===== src/include/rsx_pkg.sv =====
package rsx_pkg;

   // ==========================================================
   // Register map (byte addresses)
   localparam logic [7:0] OFF_FEAT       = 8'h00;
   localparam logic [7:0] OFF_COUNT      = 8'h04;
   localparam logic [7:0] OFF_LBA_CUR    = 8'h08;
   localparam logic [7:0] OFF_LBA_PREV   = 8'h0C;
   localparam logic [7:0] OFF_COMMAND    = 8'h10;
   localparam logic [7:0] OFF_STATUS     = 8'h14;
   localparam logic [7:0] OFF_RES_LBA_LO = 8'h18;
   localparam logic [7:0] OFF_RES_LBA_HI = 8'h1C;
   localparam logic [7:0] OFF_RES_COUNT  = 8'h20;
   localparam logic [7:0] OFF_UNIT_TIME  = 8'h24;
   localparam logic [7:0] OFF_MIN_CCTL   = 8'h28;
   localparam logic [7:0] OFF_STREAM_CFG = 8'h2C;
   localparam logic [7:0] OFF_IRQ_STAT   = 8'h30;
   localparam logic [7:0] OFF_IRQ_MASK   = 8'h34;

   // ==========================================================
   // Command and field positions
   localparam logic [7:0]  CMD_READ_STREAM = 8'h2B;
   localparam int          FEAT_URG        = 7;
   localparam int          FEAT_RC         = 6;
   localparam int          ST_BSY          = 7;
   localparam int          ST_RDY          = 6;
   localparam int          ST_SE           = 5;
   localparam int          ST_DRQ          = 3;
   localparam int          ST_ERR          = 0;
   localparam int          ER_CRC          = 7;
   localparam int          ER_UNC          = 6;
   localparam int          ER_IDN          = 4;
   localparam int          ER_ABT          = 2;
   localparam int          ER_CCTO         = 0;
   localparam int          IRQ_DONE        = 0;
   localparam int          IRQ_SE          = 1;
   localparam int          IRQ_TMO         = 2;
   localparam logic [16:0] FULL_COUNT      = 17'h10000;
   localparam logic [7:0]  STATUS_RESET    = 8'h40;
   localparam logic [31:0] UNIT_RESET      = 32'h0000_0001;
   localparam logic [31:0] MIN_CCTL_RESET  = 32'h0000_0001;
   localparam logic [1:0]  RESP_OKAY       = 2'h0;
   localparam logic [1:0]  RESP_SLVERR     = 2'h2;

   // ==========================================================
   // Timing
   localparam int         CLK_PERIOD_NS = 8;
   localparam int         US_NS         = 1000;
   localparam logic [6:0] CYC_PER_US    = 7'(US_NS / CLK_PERIOD_NS);

   // ==========================================================
   // Types
   typedef enum logic [1:0] {
      S_IDLE = 2'b00,
      S_LOAD = 2'b01,
      S_READ = 2'b10
   } rsx_state_e;

   typedef struct packed {
      logic        awvalid;
      logic [7:0]  awaddr;
      logic        wvalid;
      logic [31:0] wdata;
      logic [3:0]  wstrb;
      logic        bready;
      logic        arvalid;
      logic [7:0]  araddr;
      logic        rready;
   } rsx_axil_req_s;

   typedef struct packed {
      logic        awready;
      logic        wready;
      logic        bvalid;
      logic [1:0]  bresp;
      logic        arready;
      logic        rvalid;
      logic [31:0] rdata;
      logic [1:0]  rresp;
   } rsx_axil_rsp_s;

   // Sector request to the media engine
   typedef struct packed {
      logic        valid;
      logic [47:0] lba;
      logic [2:0]  streamId;
      logic        urgent;
      logic        contin;
   } rsx_sec_req_s;

   // Sector result: err = {abrt, idnf, unc, crc}
   typedef struct packed {
      logic       ack;
      logic [3:0] err;
   } rsx_sec_rsp_s;

endpackage


===== src/design/rsx_read_stream.sv =====
// Implementation choices: register access over AXI4-Lite and the register offsets.
`timescale 1ns/1ps
module rsx_read_stream
   import rsx_pkg::*;
(
   // Clock and reset
   input  wire logic           clk,
   input  wire logic           reset_n,
   // Register bus
   input  rsx_pkg::rsx_axil_req_s axiReq,
   output rsx_pkg::rsx_axil_rsp_s axiRsp,
   // Media engine
   output rsx_pkg::rsx_sec_req_s  secReq,
   input  rsx_pkg::rsx_sec_rsp_s  secRsp,
   // Interrupt
   output logic                irq
);

   // ==========================================================
   // Helpers
   function automatic logic [31:0] mergeBytes(input logic [31:0] old,
                                              input logic [31:0] nw,
                                              input logic [3:0]  strb);
      logic [31:0] r;
      r = old;
      for (int i = 0; i < 4; i++) begin
         if (strb[i]) begin
            r[i*8 +: 8] = nw[i*8 +: 8];
         end
      end
      return r;
   endfunction

   function automatic logic [7:0] errLog(input logic [3:0] e);
      logic [7:0] r;
      r = 8'h00;
      r[ER_CRC] = e[0];
      r[ER_UNC] = e[1];
      r[ER_IDN] = e[2];
      r[ER_ABT] = e[3];
      return r;
   endfunction

   // ==========================================================
   // State
   rsx_state_e  state_q;
   logic        awValid_q, wValid_q, bValid_q, rValid_q;
   logic [7:0]  awAddr_q;
   logic [31:0] wData_q, rData_q;
   logic [3:0]  wStrb_q;
   logic [1:0]  bResp_q, rResp_q;
   logic [15:0] feat_q, count_q;
   logic [23:0] lbaCur_q, lbaPrev_q;
   logic [7:0]  status_q, error_q;
   logic [47:0] resLba_q, lba_q;
   logic [15:0] resCount_q;
   logic [31:0] unit_q, minCctl_q;
   logic [2:0]  irqStat_q, irqMask_q;
   logic [16:0] remain_q;
   logic        rc_q, seenErr_q, runOpen_q;
   logic [6:0]  usDiv_q;
   logic [39:0] elapsed_q, limit_q;
   logic        limitOn_q;
   logic [7:0]  dfltCctl;

   // ==========================================================
   // Bus decode
   wire         wrEn    = awValid_q && wValid_q && !bValid_q;
   wire [31:0]  wMerge  = mergeBytes(32'h0, wData_q, wStrb_q);
   wire         wrFeat  = wrEn && awAddr_q == OFF_FEAT;
   wire         wrCount = wrEn && awAddr_q == OFF_COUNT;
   wire         wrLbaC  = wrEn && awAddr_q == OFF_LBA_CUR;
   wire         wrLbaP  = wrEn && awAddr_q == OFF_LBA_PREV;
   wire         wrCmd   = wrEn && awAddr_q == OFF_COMMAND && wStrb_q[0];
   wire         wrUnit  = wrEn && awAddr_q == OFF_UNIT_TIME;
   wire         wrMin   = wrEn && awAddr_q == OFF_MIN_CCTL;
   wire         wrCfg   = wrEn && awAddr_q == OFF_STREAM_CFG;
   wire         wrIStat = wrEn && awAddr_q == OFF_IRQ_STAT;
   wire         wrIMask = wrEn && awAddr_q == OFF_IRQ_MASK;
   wire         wrHit   = wrFeat || wrCount || wrLbaC || wrLbaP || wrCmd || wrUnit
                          || wrMin || wrCfg || wrIStat || wrIMask
                          || (awAddr_q == OFF_COMMAND);
   wire         rdEn    = axiReq.arvalid && !rValid_q;
   logic [31:0] rdMux;
   logic        rdHit;

   always_comb begin
      rdHit = 1'b1;
      unique case (axiReq.araddr)
         OFF_FEAT:       rdMux = {16'h0, feat_q};
         OFF_COUNT:      rdMux = {16'h0, count_q};
         OFF_LBA_CUR:    rdMux = {8'h0, lbaCur_q};
         OFF_LBA_PREV:   rdMux = {8'h0, lbaPrev_q};
         OFF_COMMAND:    rdMux = 32'h0;
         OFF_STATUS:     rdMux = {16'h0, error_q, status_q};
         OFF_RES_LBA_LO: rdMux = {8'h0, resLba_q[23:0]};
         OFF_RES_LBA_HI: rdMux = {8'h0, resLba_q[47:24]};
         OFF_RES_COUNT:  rdMux = {16'h0, resCount_q};
         OFF_UNIT_TIME:  rdMux = unit_q;
         OFF_MIN_CCTL:   rdMux = minCctl_q;
         OFF_STREAM_CFG: rdMux = 32'h0;
         OFF_IRQ_STAT:   rdMux = {29'h0, irqStat_q};
         OFF_IRQ_MASK:   rdMux = {29'h0, irqMask_q};
         default: begin
            rdMux = 32'h0;
            rdHit = 1'b0;
         end
      endcase
   end

   assign axiRsp.awready = !awValid_q;
   assign axiRsp.wready  = !wValid_q;
   assign axiRsp.bvalid  = bValid_q;
   assign axiRsp.bresp   = bResp_q;
   assign axiRsp.arready = !rValid_q;
   assign axiRsp.rvalid  = rValid_q;
   assign axiRsp.rdata   = rData_q;
   assign axiRsp.rresp   = rResp_q;

   // ==========================================================
   // Bus channels
   always_ff @(posedge clk or negedge reset_n) begin
      if (!reset_n) begin
         awValid_q <= 1'b0;
         awAddr_q  <= 8'h00;
      end else if (axiReq.awvalid && !awValid_q) begin
         awValid_q <= 1'b1;
         awAddr_q  <= {axiReq.awaddr[7:2], 2'b00};
      end else if (wrEn) begin
         awValid_q <= 1'b0;
      end
   end

   always_ff @(posedge clk or negedge reset_n) begin
      if (!reset_n) begin
         wValid_q <= 1'b0;
         wData_q  <= 32'h0;
         wStrb_q  <= 4'h0;
      end else if (axiReq.wvalid && !wValid_q) begin
         wValid_q <= 1'b1;
         wData_q  <= axiReq.wdata;
         wStrb_q  <= axiReq.wstrb;
      end else if (wrEn) begin
         wValid_q <= 1'b0;
      end
   end

   always_ff @(posedge clk or negedge reset_n) begin
      if (!reset_n) begin
         bValid_q <= 1'b0;
         bResp_q  <= RESP_OKAY;
      end else if (wrEn) begin
         bValid_q <= 1'b1;
         bResp_q  <= wrHit ? RESP_OKAY : RESP_SLVERR;
      end else if (axiReq.bready) begin
         bValid_q <= 1'b0;
      end
   end

   always_ff @(posedge clk or negedge reset_n) begin
      if (!reset_n) begin
         rValid_q <= 1'b0;
         rData_q  <= 32'h0;
         rResp_q  <= RESP_OKAY;
      end else if (rdEn) begin
         rValid_q <= 1'b1;
         rData_q  <= rdMux;
         rResp_q  <= rdHit ? RESP_OKAY : RESP_SLVERR;
      end else if (axiReq.rready) begin
         rValid_q <= 1'b0;
      end
   end

   // ==========================================================
   // Task file registers
   always_ff @(posedge clk or negedge reset_n) begin
      if (!reset_n) begin
         feat_q    <= 16'h0;
         count_q   <= 16'h0;
         lbaCur_q  <= 24'h0;
         lbaPrev_q <= 24'h0;
         unit_q    <= UNIT_RESET;
         minCctl_q <= MIN_CCTL_RESET;
         irqMask_q <= 3'h0;
      end else begin
         if (wrFeat) feat_q <= wMerge[15:0] | (feat_q & ~{{8{wStrb_q[1]}}, {8{wStrb_q[0]}}});
         if (wrCount) count_q <= 16'(mergeBytes({16'h0, count_q}, wData_q, wStrb_q));
         if (wrLbaC) lbaCur_q <= 24'(mergeBytes({8'h0, lbaCur_q}, wData_q, wStrb_q));
         if (wrLbaP) lbaPrev_q <= 24'(mergeBytes({8'h0, lbaPrev_q}, wData_q, wStrb_q));
         if (wrUnit) unit_q <= mergeBytes(unit_q, wData_q, wStrb_q);
         if (wrMin) minCctl_q <= mergeBytes(minCctl_q, wData_q, wStrb_q);
         if (wrIMask) irqMask_q <= wData_q[2:0];
      end
   end

   // ==========================================================
   // Per-stream default limit
   rsx_stream_mem u_mem (
      .clk     (clk),
      .reset_n (reset_n),
      .we      (wrCfg),
      .wAddr   (wData_q[2:0]),
      .wData   (wData_q[15:8]),
      .rAddr   (feat_q[2:0]),
      .rData   (dfltCctl)
   );

   // ==========================================================
   // Command engine
   wire         idle      = state_q == S_IDLE;
   wire         startCmd  = wrCmd && idle && wData_q[7:0] == CMD_READ_STREAM;
   wire         badCmd    = wrCmd && idle && wData_q[7:0] != CMD_READ_STREAM;
   wire [7:0]   cctlSel   = feat_q[15:8] != 8'h0 ? feat_q[15:8] : dfltCctl;
   wire [39:0]  cctlRaw   = 40'(cctlSel) * 40'(unit_q);
   wire [39:0]  cctlClamp = cctlRaw < 40'(minCctl_q) ? 40'(minCctl_q) : cctlRaw;
   wire [47:0]  lbaStart  = {lbaPrev_q[23:16], lbaPrev_q[15:8], lbaPrev_q[7:0],
                             lbaCur_q[23:16], lbaCur_q[15:8], lbaCur_q[7:0]};
   wire         reading   = state_q == S_READ;
   wire         timeout   = reading && limitOn_q && elapsed_q >= limit_q;
   wire         secDone   = reading && !timeout && secRsp.ack;
   wire         secBad    = secDone && secRsp.err != 4'h0;
   wire         abortErr  = secBad && !rc_q;
   wire         lastSec   = secDone && !abortErr && remain_q == 17'h1;
   wire         finish    = timeout || abortErr || lastSec || badCmd;
   wire [2:0]   irqEvt    = {timeout, finish && reading && rc_q && (seenErr_q || secBad || timeout),
                             finish};

   assign secReq.valid    = reading;
   assign secReq.lba      = lba_q;
   assign secReq.streamId = feat_q[2:0];
   assign secReq.urgent   = feat_q[FEAT_URG];
   assign secReq.contin   = rc_q;
   assign irq             = |(irqStat_q & irqMask_q);

   always_ff @(posedge clk or negedge reset_n) begin
      if (!reset_n) begin
         state_q <= S_IDLE;
      end else if (startCmd) begin
         state_q <= S_LOAD;
      end else if (state_q == S_LOAD) begin
         state_q <= S_READ;
      end else if (finish) begin
         state_q <= S_IDLE;
      end
   end

   always_ff @(posedge clk or negedge reset_n) begin
      if (!reset_n) begin
         remain_q  <= 17'h0;
         lba_q     <= 48'h0;
         rc_q      <= 1'b0;
         limit_q   <= 40'h0;
         limitOn_q <= 1'b0;
      end else if (state_q == S_LOAD) begin
         remain_q  <= count_q == 16'h0 ? FULL_COUNT : {1'b0, count_q};
         lba_q     <= lbaStart;
         rc_q      <= feat_q[FEAT_RC];
         limit_q   <= cctlClamp;
         limitOn_q <= cctlSel != 8'h0;
      end else if (secDone) begin
         remain_q <= remain_q - 17'h1;
         lba_q    <= lba_q + 48'h1;
      end
   end

   // Microsecond timer from the command write
   always_ff @(posedge clk or negedge reset_n) begin
      if (!reset_n) begin
         usDiv_q   <= 7'h0;
         elapsed_q <= 40'h0;
      end else if (startCmd) begin
         usDiv_q   <= 7'h0;
         elapsed_q <= 40'h0;
      end else if (!idle) begin
         usDiv_q   <= usDiv_q == CYC_PER_US - 7'h1 ? 7'h0 : usDiv_q + 7'h1;
         elapsed_q <= usDiv_q == CYC_PER_US - 7'h1 ? elapsed_q + 40'h1 : elapsed_q;
      end
   end

   // Error tracking in continuous mode
   always_ff @(posedge clk or negedge reset_n) begin
      if (!reset_n) begin
         seenErr_q  <= 1'b0;
         runOpen_q  <= 1'b0;
         resLba_q   <= 48'h0;
         resCount_q <= 16'h0;
      end else if (startCmd) begin
         seenErr_q  <= 1'b0;
         runOpen_q  <= 1'b0;
         resLba_q   <= 48'h0;
         resCount_q <= 16'h0;
      end else if (secBad && rc_q) begin
         seenErr_q <= 1'b1;
         if (!seenErr_q) begin
            resLba_q   <= lba_q;
            resCount_q <= 16'h1;
            runOpen_q  <= 1'b1;
         end else if (runOpen_q) begin
            resCount_q <= resCount_q + 16'h1;
         end
      end else if (secDone) begin
         runOpen_q <= 1'b0;
      end
   end

   // Ending status and error log
   always_ff @(posedge clk or negedge reset_n) begin
      if (!reset_n) begin
         status_q <= STATUS_RESET;
         error_q  <= 8'h00;
      end else if (startCmd) begin
         status_q <= 8'h88;
         error_q  <= 8'h00;
      end else if (badCmd) begin
         status_q <= 8'h41;
         error_q  <= 8'h04;
      end else if (reading) begin
         if (secBad) error_q <= error_q | errLog(secRsp.err);
         if (timeout) begin
            error_q[ER_CCTO] <= 1'b1;
            status_q <= rc_q ? 8'h60 : 8'h41;
         end else if (abortErr) begin
            status_q <= 8'h41;
         end else if (lastSec) begin
            status_q <= (seenErr_q || secBad) ? 8'h60 : 8'h40;
         end
      end
   end

   // Interrupt status, write one to clear, set wins
   always_ff @(posedge clk or negedge reset_n) begin
      if (!reset_n) begin
         irqStat_q <= 3'h0;
      end else begin
         irqStat_q <= (irqStat_q & ~(wrIStat ? wData_q[2:0] : 3'h0)) | irqEvt;
      end
   end
endmodule


===== src/design/rsx_stream_mem.sv =====
`timescale 1ns/1ps
module rsx_stream_mem (
   // Clock and reset
   input  wire logic       clk,
   input  wire logic       reset_n,
   // Write side
   input  wire logic       we,
   input  wire logic [2:0] wAddr,
   input  wire logic [7:0] wData,
   // Read side
   input  wire logic [2:0] rAddr,
   output logic [7:0]      rData
);
   logic [7:0] mem [8];

   // ==========================================================
   // Storage
   always_ff @(posedge clk) begin
      if (we) begin
         mem[wAddr] <= wData;
      end
   end

   // ==========================================================
   // Registered read
   always_ff @(posedge clk or negedge reset_n) begin
      if (!reset_n) begin
         rData <= 8'h00;
      end else begin
         rData <= mem[rAddr];
      end
   end
endmodule


===== config.mk =====
export PLATFORM = sky130hd
export DESIGN_NAME = rsx_read_stream
export DESIGN_NICKNAME = d
export VERILOG_FILES = /design/src/include/rsx_pkg.sv /design/src/design/rsx_read_stream.sv /design/src/design/rsx_stream_mem.sv
export SDC_FILE = /design/constraint.sdc
export NUM_CORES = 2
export LEC_CHECK = 0
export ABC_AREA = 0
export BUFFER_PORTS_ARGS = -buffer_cell sky130_fd_sc_hd__buf_2
export CAP_MARGIN = 40
export CELL_PAD_IN_SITES_DETAIL_PLACEMENT = 0
export CELL_PAD_IN_SITES_GLOBAL_PLACEMENT = 1
export CORE_MARGIN = 2
export CORE_UTILIZATION = 50
export CTS_CLUSTER_SIZE = 20
export DETAILED_ROUTE_END_ITERATION = 12
export GPL_ROUTABILITY_DRIVEN = 0
export PLACE_DENSITY = 0.87
export SLEW_MARGIN = 0
export SYNTH_ARGS = -nofsm -noshare
export SYNTH_HDL_FRONTEND = slang
export SYNTH_HIERARCHICAL = 1
export SYNTH_SLANG_ARGS = --single-unit

===== constraint.sdc =====
create_clock -name clk -period 8.54 [get_ports clk]
set_clock_uncertainty 0.05 [all_clocks]
set_input_delay 0.854 -clock clk [delete_from_list [all_inputs] [get_ports clk]]
set_output_delay 0.854 -clock clk [all_outputs]
set_load 0.1 [all_outputs]

==> results by group <==
Status
  – Outcome: finished clean

Timing
  – Setup repair after global routing missed its margin: false
  – Final setup violating endpoints: 0
  – Setup TNS: 0 ns
  – Slew @ Worst Pin: 1.08 ns
  – Max Fclk: 125 MHz
  – Max-slew headroom: 28.0%
  – Final Cycle Share: 93.9%
  – Final Hold Viols: 0
  – Slew Viols, Final: 0
  – Tmin final: 8.02 ns
  – Worst setup margin: 0.522 ns

Synthesis
  – Post-synthesis adder-cell area fraction: 15.7%
  – Cells after Synth: 3405
  – Seq/Total Area, Yosys: 40.1%
  – Post-synthesis mux area share: 8.15%
  – Yosys cell types: 92
  – Ys flop type: dfrtp_1
  – Post-Syn Area: 0.0340 mm²
  – Post-Synth XOR/XNOR Area: 2.44%
  – Post-synth ARST share: 88.0%
  – Simple-gate portion of the synthesized area: 15.9%
  – Synthesis Warnings: 6
  – Largest family of logic cells by synthesized area: simple AND/OR/NAND/NOR gates
  – Syn_area_per_cell: 10.0 µm²
  – Synth Area in Compound Gates: 12.3%
  – Number of synthesized register bits: 533
  – Post-synth EDFFs: 64

Route
  – Routed WL: 96.8 mm
  – Final ANT Viol Nets: 0
  – First-pass iteration count of the detailed router: 6
  – Vias: 26.2k
  – Initial DRC Count: 2268
  – Avg WL per Cell: 21.7 µm
  – # DRC: 0
  – Vias per cell: 5.88

GRT
  – Largest net degree at the start of global routing: 174
  – First-pass GRT wire length: 153 mm
  – Total track usage: 28.1%
  – Initial antenna violation count: 2
  – Vias in the first global route: 26.1k
  – GR Overflow Total: 0

Final layout
  – Synthesis-to-finish area growth: 12.0%
  – Total Nets Final: 3915
  – Layout cell share with drive strength beyond 1: 16.0%
  – Util after Layout: 56.7%
  – Post-route insts no fill: 4454

Die
  – # IOs: 160
  – Die Wd: 265 µm
  – Height of the die: 265 µm
  – Initial Util: 50.6%
  – DIE AREA: 0.0702 mm²
  – FP Rows: 95
  – Core area: 0.0673 mm²

Worst setup path
  – Crit path max fanout: 12
  – CP Data Required Time: 8.94 ns
  – Worst r2r src: feat_q[11]$_DFFE_PN0P_
  – Worst Setup End Kind: flop
  – Crit start category: flop
  – FF-to-FF setup slack: 0.52 ns
  – R2R depth: 34
  – Crit path DAT: 8.41 ns
  – Critical path startpoint: feat_q[11]$_DFFE_PN0P_
  – CP max-delay cell: fa_1
  – Kind of cell adding the most delay to the critical path: adder cells
  – CP peak stage delay: 0.54 ns
  – WS Path Type: reg -> reg
  – Critical Path End: limit_q[26]$_DFFE_PN0P_
  – Reg-to-reg critical path endpoint: limit_q[26]$_DFFE_PN0P_
  – Critical Path Stages: 34
  – Critical path buffers and inverters: 6

Placement
  – Placed insts: 4346
  – PortBufs: 155
  – Post-detail-place hpwl: 71.5 mm
  – Dpl ws: 0.00487 ns

Clock tree
  – H-tree depth: 2
  – # clock sinks: 533
  – Worst skew pair latency: 0.64 ns
  – Hold Buf Count CTS: 0
  – Inserted Clock Buffers: 57
  – Clock root cell: clkbuf_16
  – CTS tree: built
  – CTS max path bufs: 3
  – Reg clk slew, reported paths: 0.06 ns

Min path
  – HP Class: in -> async

Pwr
  – Power density over the cells: 333 mW/mm²
  – Overall Power: 12.7 mW
  – Worst IR drop on VDD: 0.463 mV
  – LEAKAGE: 17.7 nW

Run
  – Max cap viols: 0
## Yosys cell counts, types with 11 or more instances
cell type,n,area share (%)
fa_1,180,11
a211oi_1,11,0.24
buf_2,14,0.21
nor3_1,32,0.47
o21ai_1,13,0.19
xnor2_1,29,0.75
mux4_1,15,1.2
edfxtp_1,64,5.6
nand2b_1,19,0.35
and3_1,30,0.55
xor2_1,66,1.7
a221oi_1,36,0.93
mux2_2,182,6.0
a31oi_1,20,0.37
inv_1,299,3.3
a22oi_1,59,1.3
o21a_1,12,0.26
o211ai_1,26,0.57
clkbuf_1,121,1.3
dfrtp_1,466,34
a21o_1,41,0.90
buf_1,17,0.19
nor2b_1,13,0.24
nand2_1,389,4.3
nand3_1,74,1.1
nand4_1,48,0.88
or3_1,14,0.26
a21oi_1,142,2.1
nor4_1,12,0.22
and2_1,197,3.6
a22o_1,15,0.39
ha_1,138,5.1
mux2i_1,31,0.91
nor2_1,249,2.7
o21ai_0,169,2.5
## flip-flops by register name, summed over array words and instances (netlist names), 6 cells and up
signal       count
u_mem/mem       64
lbaCur_q        24
remain_q        17
limit_q         40
resCount_q      16
count_q         16
resLba_q        48
minCctl_q       32
lbaPrev_q       24
elapsed_q       40
awAddr_q         6
unit_q          32
lba_q           48
wData_q         32
feat_q          16
rData_q         32
usDiv_q          7
u_mem/rData      8
## metal layers
layer	track usage [%]	wire length, µm
met4	10.0	3850
met3	4.73	7640
met1	39.7	41800
met2	43.8	43500
met5	0	0
## timing repair
action,in CTS,in global routing
setup buffers,0,1
resized for setup,2,21
pin swaps,0,4
setup endpoints to repair,26,32
## worst min path at each step
| stage | end | slack, ns |
|---|---|---|
| after CTS | bValid_q$_DFFE_PN0P_ | 0.14 |
| after floorplan | usDiv_q[5]$_DFFE_PN0P_ | 0.39 |
| final | bValid_q$_DFFE_PN0P_ | 0.13 |
| after detailed placement | usDiv_q[5]$_DFFE_PN0P_ | 0.42 |
| after global placement | bResp_q[1]$_DFFE_PN0P_ | 0.41 |
| after global routing | wValid_q$_DFFE_PN0P_ | 0.17 |
## cell type report
type,instances,area [µm²]
Clock buffer,77,1590
Sequential cell,533,13700
Tap cell,873,1090
Multi-Input combinational cell,2407,18700
Inverter,299,1120
Fill cell,5833,29100
Antenna cell,2,5.00
Clock inverter,28,448
Timing Repair Buffer,235,1540
## where the power goes
group / leakage [nW] / total [mW] / switching [mW] / internal [mW]
Combinational: 10.1 / 5.99 / 3.42 / 2.57
Clock: 0.991 / 2.68 / 1.07 / 1.61
Sequential: 6.57 / 4.04 / 0.941 / 3.10
## cell usage in the layout (no fill, tap or decap), types with 59 or more instances in the layout
master | Yosys | routed
fa_1 | 180 | 180
nor2_1 | 249 | 239
inv_1 | 299 | 299
a22oi_1 | 59 | 59
edfxtp_1 | 64 | 64
mux2_2 | 182 | 182
buf_4 | 10 | 68
ha_1 | 138 | 137
nand2_1 | 389 | 388
dfrtp_1 | 466 | 466
and2_1 | 197 | 196
o21ai_0 | 169 | 166
xor2_1 | 66 | 66
buf_2 | 14 | 154
a21oi_1 | 142 | 138
nand3_1 | 74 | 74
## per-stage QoR
step / hold WS [ns] / instance area (µm²)
finish: 0.126 / 38200
floorplan: 0.393 / 34100
global placement: 0.413 / 35800
CTS: 0.140 / 38100
global route: 0.165 / 38100
detailed placement: 0.417 / 36000
## cells by family (layout without fill, tap and decap cells)
family | count (synthesis) | after routing
muxes | 229 | 229
buffers and inverters | 466 | 639
and+or+nand+nor | 1124 | 1124
DFF | 533 | 533
AOI/OAI and AO/OA | 639 | 639
xor gates and xnor gates | 95 | 95
adders and majority gates | 318 | 318
other | 1 | 4
Note: power is estimated with default switching activity, not from simulation.
